--- src/faw_pkg.sv ---
// constants and state types for the fault and alarm status word bank
package faw_pkg;
  localparam int WORD_W = 16;
  localparam int AHB_W = 32;
  // --------------------------------------------------------------
  // register byte offsets
  // --------------------------------------------------------------
  localparam logic [7:0] OFS_FAULT_ONE = 8'h00;
  localparam logic [7:0] OFS_FAULT_TWO = 8'h04;
  localparam logic [7:0] OFS_FAULT_THREE = 8'h08;
  localparam logic [7:0] OFS_ALARM_ONE = 8'h0C;
  localparam logic [7:0] OFS_ALARM_TWO = 8'h10;
  localparam logic [7:0] OFS_IRQ_STAT = 8'h14;
  localparam logic [7:0] OFS_IRQ_MASK = 8'h18;
  localparam logic [7:0] OFS_PANEL_SEL = 8'h1C;
  localparam logic [7:0] OFS_PANEL_HEX = 8'h20;
  // --------------------------------------------------------------
  // bit positions in the first and second fault words
  // --------------------------------------------------------------
  localparam int B1_OVERCURRENT = 0;
  localparam int B1_BUS_HIGH = 1;
  localparam int B1_HEAT = 2;
  localparam int B1_SHORT = 3;
  localparam int B1_OVERLOAD = 4;
  localparam int B1_BUS_LOW = 5;
  localparam int B1_PANEL_LOSS = 9;
  localparam int B1_STALL = 11;
  localparam int B1_EXT_ONE = 13;
  localparam int B1_EXT_TWO = 14;
  localparam int B1_GROUND = 15;
  localparam int B2_UNDERLOAD = 0;
  localparam int B2_THERMISTOR = 1;
  localparam int B2_OPT_LINK = 2;
  localparam int B2_OPT_POWER = 3;
  localparam int B2_CURR_SENSE = 4;
  localparam int B2_SUPPLY_PHASE = 5;
  localparam int B2_SERIAL_LINK = 11;
  localparam int B2_FORCED = 13;
  localparam int B2_MOTOR_PHASE = 14;
  localparam int B2_CABLING = 15;
  // --------------------------------------------------------------
  // interrupt bits, reset values, display codes
  // --------------------------------------------------------------
  localparam int IRQ_FAULT_ONE = 0;
  localparam int IRQ_FAULT_TWO = 1;
  localparam int IRQ_FAULT_THREE = 2;
  localparam int IRQ_ALARM_ONE = 3;
  localparam int IRQ_ALARM_TWO = 4;
  localparam int IRQ_W = 5;
  localparam logic [15:0] WORD_RST = 16'h0000;
  localparam logic [4:0] IRQ_RST = 5'h00;
  localparam logic [7:0] ASCII_ZERO = 8'h30;
  localparam logic [7:0] ASCII_ALPHA = 8'h37;
  localparam logic [3:0] NIBBLE_TEN = 4'hA;
  typedef enum logic [2:0] {
    PSEL_FAULT_ONE, PSEL_FAULT_TWO, PSEL_FAULT_THREE, PSEL_ALARM_ONE, PSEL_ALARM_TWO
  } faw_psel_type;
  typedef struct packed {
    logic [15:0] fault_one;
    logic [15:0] fault_two;
    logic [15:0] fault_three;
    logic [15:0] alarm_one;
    logic [15:0] alarm_two;
    logic [4:0] irq_stat;
    logic [4:0] irq_mask;
    faw_psel_type panel_sel;
    logic wr_pend;
    logic [7:0] wr_ofs;
    logic [31:0] rdata;
  } faw_regs_type;
endpackage : faw_pkg

--- src/faw_sync3.sv ---
// three-stage input synchroniser, change taken when stages two and three agree
`timescale 1ns/100ps
module faw_sync3 #(
  parameter int WIDTH = 16
) (
  input wire logic hclk,
  input wire logic hresetn,
  input wire logic ce,
  input wire logic [WIDTH-1:0] din,
  output logic [WIDTH-1:0] dout
);
  typedef struct packed {
    logic [WIDTH-1:0] s1;
    logic [WIDTH-1:0] s2;
    logic [WIDTH-1:0] s3;
    logic [WIDTH-1:0] q;
  } faw_sync_type;
  faw_sync_type st_ff, nxt_st;
  logic [WIDTH-1:0] upd;
  if (WIDTH < 1) begin : g_chk
    $error("faw_sync3: WIDTH must be at least one");
  end
  for (genvar i = 0; i < WIDTH; i++) begin : g_bit
    // stage one is read only by stage two
    assign upd[i] = (st_ff.s2[i] == st_ff.s3[i]) ? st_ff.s3[i] : st_ff.q[i];
  end
  always_comb begin
    nxt_st = st_ff;
    if (ce) begin
      nxt_st.s1 = din;
      nxt_st.s2 = st_ff.s1;
      nxt_st.s3 = st_ff.s2;
      nxt_st.q = upd;
    end
  end
  always_ff @(posedge hclk or negedge hresetn) begin
    if (!hresetn) begin
      st_ff <= '0;
    end else begin
      st_ff <= nxt_st;
    end
  end
  assign dout = st_ff.q;
endmodule : faw_sync3

--- src/faw_hex_panel.sv ---
// renders one status word as four ascii hex digits for the panel
`timescale 1ns/100ps
module faw_hex_panel (
  input wire logic hclk,
  input wire logic hresetn,
  input wire logic ce,
  input wire logic [15:0] word,
  output logic [31:0] digits
);
  typedef struct packed {
    logic [31:0] digits;
  } faw_hex_type;
  faw_hex_type st_ff, nxt_st;
  logic [31:0] asc;
  // digit 0 lands in the lowest byte: bit 0 alone gives 0001
  for (genvar i = 0; i < 4; i++) begin : g_digit
    assign asc[8*i +: 8] = (word[4*i +: 4] < faw_pkg::NIBBLE_TEN)
      ? faw_pkg::ASCII_ZERO + {4'h0, word[4*i +: 4]}
      : faw_pkg::ASCII_ALPHA + {4'h0, word[4*i +: 4]};
  end
  always_comb begin
    nxt_st = st_ff;
    if (ce) begin
      nxt_st.digits = asc;
    end
  end
  always_ff @(posedge hclk or negedge hresetn) begin
    if (!hresetn) begin
      st_ff <= '0;
    end else begin
      st_ff <= nxt_st;
    end
  end
  assign digits = st_ff.digits;
endmodule : faw_hex_panel

--- src/faw_status_bank.sv ---
// fault and alarm status word bank with ahb-lite register access
// --------------------------------------------------------------
// Operation
// - active fault sets its fault word bit
// - each fault owns exactly one bit
// - fault words ignore bus writes
// - active alarm sets its alarm bit
// - each alarm owns its own bit
// - alarm bits latch until word cleared
// - writing zero clears the alarm word, except bits whose alarm is still active
// - words shown as four hex digits
// - word one bits zero to five mapped
// - word one bits 9,11,13,14,15 mapped
// - word two bits zero to five mapped
// - word two bits 11,13,14,15 mapped
// --------------------------------------------------------------
//
// The implementer's own choices: the address map and the AHB-Lite register port.
`timescale 1ns/100ps
module faw_status_bank #(
  parameter int WORD_W = faw_pkg::WORD_W
) (
  input wire logic hclk,
  input wire logic hresetn,
  input wire logic ce,
  input wire logic hsel,
  input wire logic [31:0] haddr,
  input wire logic [1:0] htrans,
  input wire logic hwrite,
  input wire logic [2:0] hsize,
  input wire logic [31:0] hwdata,
  input wire logic hready,
  output logic hreadyout,
  output logic hresp,
  output logic [31:0] hrdata,
  input wire logic overcurrent,
  input wire logic bus_high_voltage_trip,
  input wire logic device_heat_trip,
  input wire logic output_short_trip,
  input wire logic overload,
  input wire logic bus_low_voltage_trip,
  input wire logic panel_loss,
  input wire logic motor_stall,
  input wire logic external_trip_one,
  input wire logic external_trip_two,
  input wire logic ground_leak_trip,
  input wire logic [15:0] fault_spare_one,
  input wire logic underload,
  input wire logic thermistor_failure,
  input wire logic option_link_lost,
  input wire logic option_power_lost,
  input wire logic current_sense_failure,
  input wire logic supply_phase_loss,
  input wire logic serial_link_error,
  input wire logic forced_shutdown,
  input wire logic motor_phase_loss,
  input wire logic output_cabling_fault,
  input wire logic [15:0] fault_spare_two,
  input wire logic [15:0] fault_cond_three,
  input wire logic [15:0] alarm_cond_one,
  input wire logic [15:0] alarm_cond_two,
  output logic irq,
  output logic [31:0] panel_hex
);
  if (WORD_W != 16) begin : g_chk
    $error("faw_status_bank: status words are 16 bits wide");
  end

  faw_pkg::faw_regs_type st_ff, nxt_st;
  logic [15:0] f1_raw, f2_raw;
  logic [79:0] raw_all, sync_all;
  logic [15:0] fq_one, fq_two, fq_three, aq_one, aq_two;
  logic [4:0] ev, stat_clr;
  logic acc;
  logic [15:0] panel_word;

  // --------------------------------------------------------------
  // fault word assembly
  // --------------------------------------------------------------
  // named faults override the spare lines, so no two share a bit
  always_comb begin
    f1_raw = fault_spare_one;
    f1_raw[faw_pkg::B1_OVERCURRENT] = overcurrent;
    f1_raw[faw_pkg::B1_BUS_HIGH] = bus_high_voltage_trip;
    f1_raw[faw_pkg::B1_HEAT] = device_heat_trip;
    f1_raw[faw_pkg::B1_SHORT] = output_short_trip;
    f1_raw[faw_pkg::B1_OVERLOAD] = overload;
    f1_raw[faw_pkg::B1_BUS_LOW] = bus_low_voltage_trip;
    f1_raw[faw_pkg::B1_PANEL_LOSS] = panel_loss;
    f1_raw[faw_pkg::B1_STALL] = motor_stall;
    f1_raw[faw_pkg::B1_EXT_ONE] = external_trip_one;
    f1_raw[faw_pkg::B1_EXT_TWO] = external_trip_two;
    f1_raw[faw_pkg::B1_GROUND] = ground_leak_trip;
    f2_raw = fault_spare_two;
    f2_raw[faw_pkg::B2_UNDERLOAD] = underload;
    f2_raw[faw_pkg::B2_THERMISTOR] = thermistor_failure;
    f2_raw[faw_pkg::B2_OPT_LINK] = option_link_lost;
    f2_raw[faw_pkg::B2_OPT_POWER] = option_power_lost;
    f2_raw[faw_pkg::B2_CURR_SENSE] = current_sense_failure;
    f2_raw[faw_pkg::B2_SUPPLY_PHASE] = supply_phase_loss;
    f2_raw[faw_pkg::B2_SERIAL_LINK] = serial_link_error;
    f2_raw[faw_pkg::B2_FORCED] = forced_shutdown;
    f2_raw[faw_pkg::B2_MOTOR_PHASE] = motor_phase_loss;
    f2_raw[faw_pkg::B2_CABLING] = output_cabling_fault;
  end

  // one bit per alarm line, taken straight from its own input
  assign raw_all = {alarm_cond_two, alarm_cond_one, fault_cond_three, f2_raw, f1_raw};

  faw_sync3 #(
    .WIDTH(80)
  ) u_sync (
    .hclk(hclk),
    .hresetn(hresetn),
    .ce(ce),
    .din(raw_all),
    .dout(sync_all)
  );

  assign fq_one = sync_all[15:0];
  assign fq_two = sync_all[31:16];
  assign fq_three = sync_all[47:32];
  assign aq_one = sync_all[63:48];
  assign aq_two = sync_all[79:64];

  // --------------------------------------------------------------
  // read multiplexer
  // --------------------------------------------------------------
  function automatic logic [31:0] read_mux(input logic [31:0] addr, input faw_pkg::faw_regs_type s,
                                           input logic [31:0] hex);
    logic [31:0] d;
    d = '0;
    if (addr[31:8] == 24'h000000) begin
      unique case (addr[7:0])
        faw_pkg::OFS_FAULT_ONE: d = {16'h0000, s.fault_one};
        faw_pkg::OFS_FAULT_TWO: d = {16'h0000, s.fault_two};
        faw_pkg::OFS_FAULT_THREE: d = {16'h0000, s.fault_three};
        faw_pkg::OFS_ALARM_ONE: d = {16'h0000, s.alarm_one};
        faw_pkg::OFS_ALARM_TWO: d = {16'h0000, s.alarm_two};
        faw_pkg::OFS_IRQ_STAT: d = {27'h0000000, s.irq_stat};
        faw_pkg::OFS_IRQ_MASK: d = {27'h0000000, s.irq_mask};
        faw_pkg::OFS_PANEL_SEL: d = {29'h00000000, s.panel_sel};
        faw_pkg::OFS_PANEL_HEX: d = hex;
        default: d = '0;
      endcase
    end
    return d;
  endfunction : read_mux

  // --------------------------------------------------------------
  // next state
  // --------------------------------------------------------------
  // address phase taken only while the bank runs, so a frozen bank stalls the bus
  assign acc = hsel && htrans[1] && hready && ce;

  always_comb begin
    nxt_st = st_ff;
    stat_clr = '0;
    ev = '0;
    if (ce) begin
      // fault words are a plain mirror of the synchronised conditions
      nxt_st.fault_one = fq_one;
      nxt_st.fault_two = fq_two;
      nxt_st.fault_three = fq_three;
      nxt_st.alarm_one = st_ff.alarm_one | aq_one;
      nxt_st.alarm_two = st_ff.alarm_two | aq_two;
      ev[faw_pkg::IRQ_FAULT_ONE] = |(fq_one & ~st_ff.fault_one);
      ev[faw_pkg::IRQ_FAULT_TWO] = |(fq_two & ~st_ff.fault_two);
      ev[faw_pkg::IRQ_FAULT_THREE] = |(fq_three & ~st_ff.fault_three);
      ev[faw_pkg::IRQ_ALARM_ONE] = |(aq_one & ~st_ff.alarm_one);
      ev[faw_pkg::IRQ_ALARM_TWO] = |(aq_two & ~st_ff.alarm_two);
      if (st_ff.wr_pend) begin
        unique case (st_ff.wr_ofs)
          // a clear still keeps alarms active in the same cycle
          faw_pkg::OFS_ALARM_ONE: begin
            if (hwdata[15:0] == 16'h0000) begin
              nxt_st.alarm_one = aq_one;
            end
          end
          faw_pkg::OFS_ALARM_TWO: begin
            if (hwdata[15:0] == 16'h0000) begin
              nxt_st.alarm_two = aq_two;
            end
          end
          faw_pkg::OFS_IRQ_STAT: stat_clr = hwdata[4:0];
          faw_pkg::OFS_IRQ_MASK: nxt_st.irq_mask = hwdata[4:0];
          faw_pkg::OFS_PANEL_SEL: nxt_st.panel_sel = faw_pkg::faw_psel_type'(hwdata[2:0]);
          // fault words and unmapped offsets drop the write
          default: ;
        endcase
      end
      // set beats clear
      nxt_st.irq_stat = (st_ff.irq_stat & ~stat_clr) | ev;
      nxt_st.wr_pend = 1'b0;
      if (acc) begin
        nxt_st.wr_pend = hwrite && (haddr[31:8] == 24'h000000);
        nxt_st.wr_ofs = haddr[7:0];
        nxt_st.rdata = hwrite ? 32'h00000000 : read_mux(haddr, st_ff, panel_hex);
      end
    end
  end

  always_ff @(posedge hclk or negedge hresetn) begin
    if (!hresetn) begin
      st_ff <= '{fault_one: faw_pkg::WORD_RST, fault_two: faw_pkg::WORD_RST,
                 fault_three: faw_pkg::WORD_RST, alarm_one: faw_pkg::WORD_RST,
                 alarm_two: faw_pkg::WORD_RST, irq_stat: faw_pkg::IRQ_RST,
                 irq_mask: faw_pkg::IRQ_RST, panel_sel: faw_pkg::PSEL_FAULT_ONE,
                 wr_pend: 1'b0, wr_ofs: 8'h00, rdata: 32'h00000000};
    end else begin
      st_ff <= nxt_st;
    end
  end

  // --------------------------------------------------------------
  // panel display
  // --------------------------------------------------------------
  always_comb begin
    unique case (st_ff.panel_sel)
      faw_pkg::PSEL_FAULT_TWO: panel_word = st_ff.fault_two;
      faw_pkg::PSEL_FAULT_THREE: panel_word = st_ff.fault_three;
      faw_pkg::PSEL_ALARM_ONE: panel_word = st_ff.alarm_one;
      faw_pkg::PSEL_ALARM_TWO: panel_word = st_ff.alarm_two;
      // codes 5 to 7 are writable but fall back to the first word
      default: panel_word = st_ff.fault_one;
    endcase
  end

  faw_hex_panel u_hex (
    .hclk(hclk),
    .hresetn(hresetn),
    .ce(ce),
    .word(panel_word),
    .digits(panel_hex)
  );

  // --------------------------------------------------------------
  // outputs
  // --------------------------------------------------------------
  assign hreadyout = ce;
  assign hresp = 1'b0;
  assign hrdata = st_ff.rdata;
  assign irq = |(st_ff.irq_stat & st_ff.irq_mask);

  logic wr_alarm_one, wr_fault;
  assign wr_alarm_one = ce && st_ff.wr_pend && st_ff.wr_ofs == faw_pkg::OFS_ALARM_ONE;
  assign wr_fault = ce && st_ff.wr_pend && st_ff.wr_ofs <= faw_pkg::OFS_FAULT_THREE;
endmodule : faw_status_bank

--- config.mk ---
export PLATFORM = sky130hd
export DESIGN_NAME = faw_status_bank
export DESIGN_NICKNAME = d
export VERILOG_FILES = /design/src/faw_pkg.sv /design/src/faw_sync3.sv /design/src/faw_hex_panel.sv /design/src/faw_status_bank.sv
export SDC_FILE = /design/constraint.sdc
export NUM_CORES = 1
export LEC_CHECK = 0
export ABC_CLOCK_PERIOD_IN_PS = 3200
export BUFFER_PORTS_ARGS = -buffer_cell sky130_fd_sc_hd__buf_2
export CORE_MARGIN = 3
export CORE_UTILIZATION = 45
export DETAILED_ROUTE_END_ITERATION = 10
export PLACE_DENSITY = 0.67
export REMOVE_ABC_BUFFERS = 1
export SLEW_MARGIN = 20
export SYNTH_ARGS = -nofsm -noshare
export SYNTH_HDL_FRONTEND = slang
export SYNTH_HIERARCHICAL = 1
export SYNTH_SLANG_ARGS = --single-unit
--- constraint.sdc ---
create_clock -name hclk -period 3.2 [get_ports hclk]
set_clock_uncertainty 0.2 [all_clocks]
set_input_delay 0.48 -clock hclk [delete_from_list [all_inputs] [get_ports hclk]]
set_output_delay 0.48 -clock hclk [all_outputs]
set_load 0.05 [all_outputs]
==> impl_metrics.env <==
export IMPL_outcome="completed"
export IMPL_firstDrtPassIters=5
export IMPL_grt_pass1_wl_mm=83.4
export IMPL_die_area_sq_um=53200
export IMPL_cts_resized=0
export IMPL_reg2reg_from="st_ff[42]"
export IMPL_reg2reg_setup_slack_ns=0.46
export IMPL_path_clk_slew_ns=0.06
export IMPL_dieHeight_um=231
export IMPL_tightest_slew_ns=0.970
export IMPL_cts_buffer_depth=3
export IMPL_cts_root_buffer="clkbuf_16"
export IMPL_min_from="ce"
export IMPL_post_route_min_period_ns=2.74
export IMPL_grt_use_total_pct=19.7
export IMPL_rows=81
export IMPL_p_leak_uw=0.0114
export IMPL_async_flop_share_pct=100
export IMPL_initial_core_util_pct=45.9
export IMPL_vias=14700
export IMPL_routed_wl_mm=52.3
export IMPL_avgSynthCellArea_sq_um=12.6
export IMPL_cts_made_buffers=51
export IMPL_vias_per_cell=5.47
export IMPL_stdcell_area_sq_um=26100
export IMPL_placed_cells=2497
export IMPL_maxCapViolCount=0
export IMPL_cts_tree="yes"
export IMPL_core_area_sq_um=49500
export IMPL_hpwl_mm=36.5
export IMPL_areaGrowthSynthToFinish_pct=15.1
export IMPL_clk_latency_ns=0.59
export IMPL_avgRoutedWirePerCell_um=19.5
export IMPL_route_detailed_drc=0
export IMPL_drt_iter0_markers=1057
export IMPL_finalSetupViolCount=0
export IMPL_htree_levels=2
export IMPL_power_density_nw_per_um2=706
export IMPL_yosysSeqAreaShare_pct=53.1
export IMPL_vdd_drop_max_mv=0.422
export IMPL_utilization_pct=52.9
export IMPL_crit_start="st_ff[42]"
export IMPL_finalHoldViolations=0
export IMPL_finalSetupTns_ns=0
export IMPL_place_congestion=0.872
export IMPL_end_kind="flip-flop"
export IMPL_fillCellCount=4215
export IMPL_finalNetCount=2159
export IMPL_final_cell_count_no_fill=2679
export IMPL_relSlewSlack_pct=35.3
export IMPL_first_global_vias=14800
export IMPL_grt_max_degree=187
export IMPL_rsz0062_at_grt="no"
export IMPL_hold_path_class="in -> reg"
export IMPL_place_area_sq_um=23500
export IMPL_cp_max_fo=10
export IMPL_die_w_um=231
export IMPL_slew_violations=0
export IMPL_cp_required_ns=3.43
export IMPL_syn_area_sq_um=22700
export IMPL_syn_inst=1797
export IMPL_synth_edf_count=0
export IMPL_regArea_sq_um=12100
export IMPL_clock_sinks=482
export IMPL_ant_nets=0
export IMPL_yosysWarnings=6
export IMPL_multi_input_area_sq_um=8950
export IMPL_ys_ff_latch=482
export IMPL_overflow=0
export IMPL_ys_flop_type="dfrtp_1"
export IMPL_port_buffers=196
export IMPL_fmaxAchievable_mhz=365
export IMPL_antenna_found_initial=0
export IMPL_startpoint_type="flip-flop"
export IMPL_pin_count=243
export IMPL_critPathKind="reg -> reg"
export IMPL_synth_cell_types=64
export IMPL_finalCritPeriodShare_pct=85.7
export IMPL_diodes=0
export IMPL_layout_drive_gt1_share_pct=33.3
export IMPL_critPathArrivalTime_ns=2.97
[metal layers]
layer | vias up | wire length, um | GRT usage, %
li1 | 6800 | - | -
met1 | 7440 | 23700 | 27.1
met2 | 342 | 24400 | 31.7
met3 | 80 | 2800 | 3.83
met4 | 0 | 1350 | 5.83
met5 | - | 0 | 0
[cell type report]
cell class	count	area share, %
Multi-Input combinational cell	1052	34.2
Tap cell	664	3.18
Clock buffer	72	5.72
Sequential cell	482	46.1
Inverter	50	0.718
Timing Repair Buffer	342	9.29
Clock inverter	17	0.746
[registers in the layout, indices dropped and copies added (netlist names)]
name / cells
u_sync/st_ff: 240
hrdata: 32
u_sync/dout: 80
u_hex/digits: 28
st_ff: 102
[worst paths after layout]
path | endpoint | depth (start not counted)
max | u_hex/digits[18] | 9
min | st_ff[86] | 2
max reg2reg | u_hex/digits[18] | 9
min reg2reg | hrdata[12] | 2
max in group asynchronous | u_sync/st_ff[237] | 3
min in group asynchronous | u_sync/st_ff[277] | 2
[kinds of logic after synthesis]
| group | count (synthesis) | share of synthesized area (%) |
|---|---|---|
| buf+inv | 266 | 7.61 |
| simple gates | 269 | 7.15 |
| xor+xnor | 4 | 0.154 |
| flops | 482 | 53.1 |
| other cells | 2 | 0.0331 |
| mux | 330 | 17.2 |
| compound gates | 440 | 14.5 |
| fa+ha+maj | 4 | 0.220 |
[synthesized netlist by cell type, drive strengths merged (4+ instances only)]
master | number | area, sq um
nor4 | 12 | 87.6
a21oi | 72 | 360
nand4 | 7 | 43.8
o2bb2ai | 5 | 43.8
mux4 | 18 | 405
o21ba | 12 | 120
o2111a | 4 | 45.0
dfrtp | 482 | 12100
nand2b | 77 | 482
a221oi | 7 | 61.3
xnor2 | 4 | 35.0
or2b | 16 | 120
buf | 184 | 1420
clkbuf | 32 | 120
a221o | 6 | 60.1
inv | 50 | 188
o21ai | 38 | 190
o21a | 4 | 30.0
a21boi | 4 | 30.0
nor2b | 58 | 365
mux2i | 4 | 40.0
ha | 4 | 50.1
mux2 | 308 | 3470
a2bb2oi | 14 | 123
nor2 | 12 | 45.0
nand2 | 48 | 180
a2111oi | 16 | 140
a32oi | 5 | 43.8
a21o | 77 | 578
a22oi | 42 | 315
nand3 | 14 | 70.1
a22o | 114 | 998
o211ai | 13 | 97.6
[worst max-delay path: stages (launching register included)]
cell      delay [ns]
dfrtp_1         0.53
nor2_1          0.58
buf_4           0.26
a22oi_1         0.09
o211ai_1        0.14
inv_1           0.12
ha_1            0.24
and4b_1         0.19
a21oi_1         0.13
a21oi_1         0.09
[what timing repair did]
item,in CTS,in global routing
hold endpoints to repair,167,0
hold buffers,93,0
setup buffers,0,0
[power breakdown]
group          internal [uW]  switching [uW]
sequential              7330            1410
clock                   3490            2390
combinational           1950            1890
total                  12800            5680
[per-stage QoR]
step	setup WS, ns	hold slack (ns)	power [uW]
floorplan	0.106	-0.0156	11000
global placement	0.489	0.262	12400
detailed placement	0.519	0.268	12600
CTS	0.498	0.0436	18600
global route	0.273	0.0684	19400
finish	0.459	0.0738	18500
[layout by cell type, fill, tap and decap left out, types with 6 or more instances in the layout]
| master | instances |
|---|---|
| o21ba_1 | 7 |
| o21ai_0 | 36 |
| a21o_1 | 77 |
| a221oi_1 | 7 |
| a22oi_1 | 42 |
| dlygate4sd3_1 | 93 |
| nor2b_1 | 57 |
| nand2b_1 | 77 |
| o211ai_1 | 13 |
| clkbuf_1 | 8 |
| a22o_1 | 114 |
| dfrtp_1 | 482 |
| clkbuf_16 | 52 |
| nand3_1 | 14 |
| mux2_2 | 308 |
| buf_12 | 8 |
| clkbuf_8 | 12 |
| mux4_2 | 18 |
| a21oi_1 | 72 |
| a2111oi_0 | 16 |
| buf_2 | 194 |
| a221o_1 | 6 |
| nand2_1 | 48 |
| buf_4 | 45 |
| nor4_1 | 10 |
| clkinv_2 | 8 |
| a2bb2oi_1 | 14 |
| nand4_1 | 7 |
| nor2_1 | 12 |
| or2b_1 | 16 |
| inv_1 | 49 |
(Power assumes the default switching activity.)
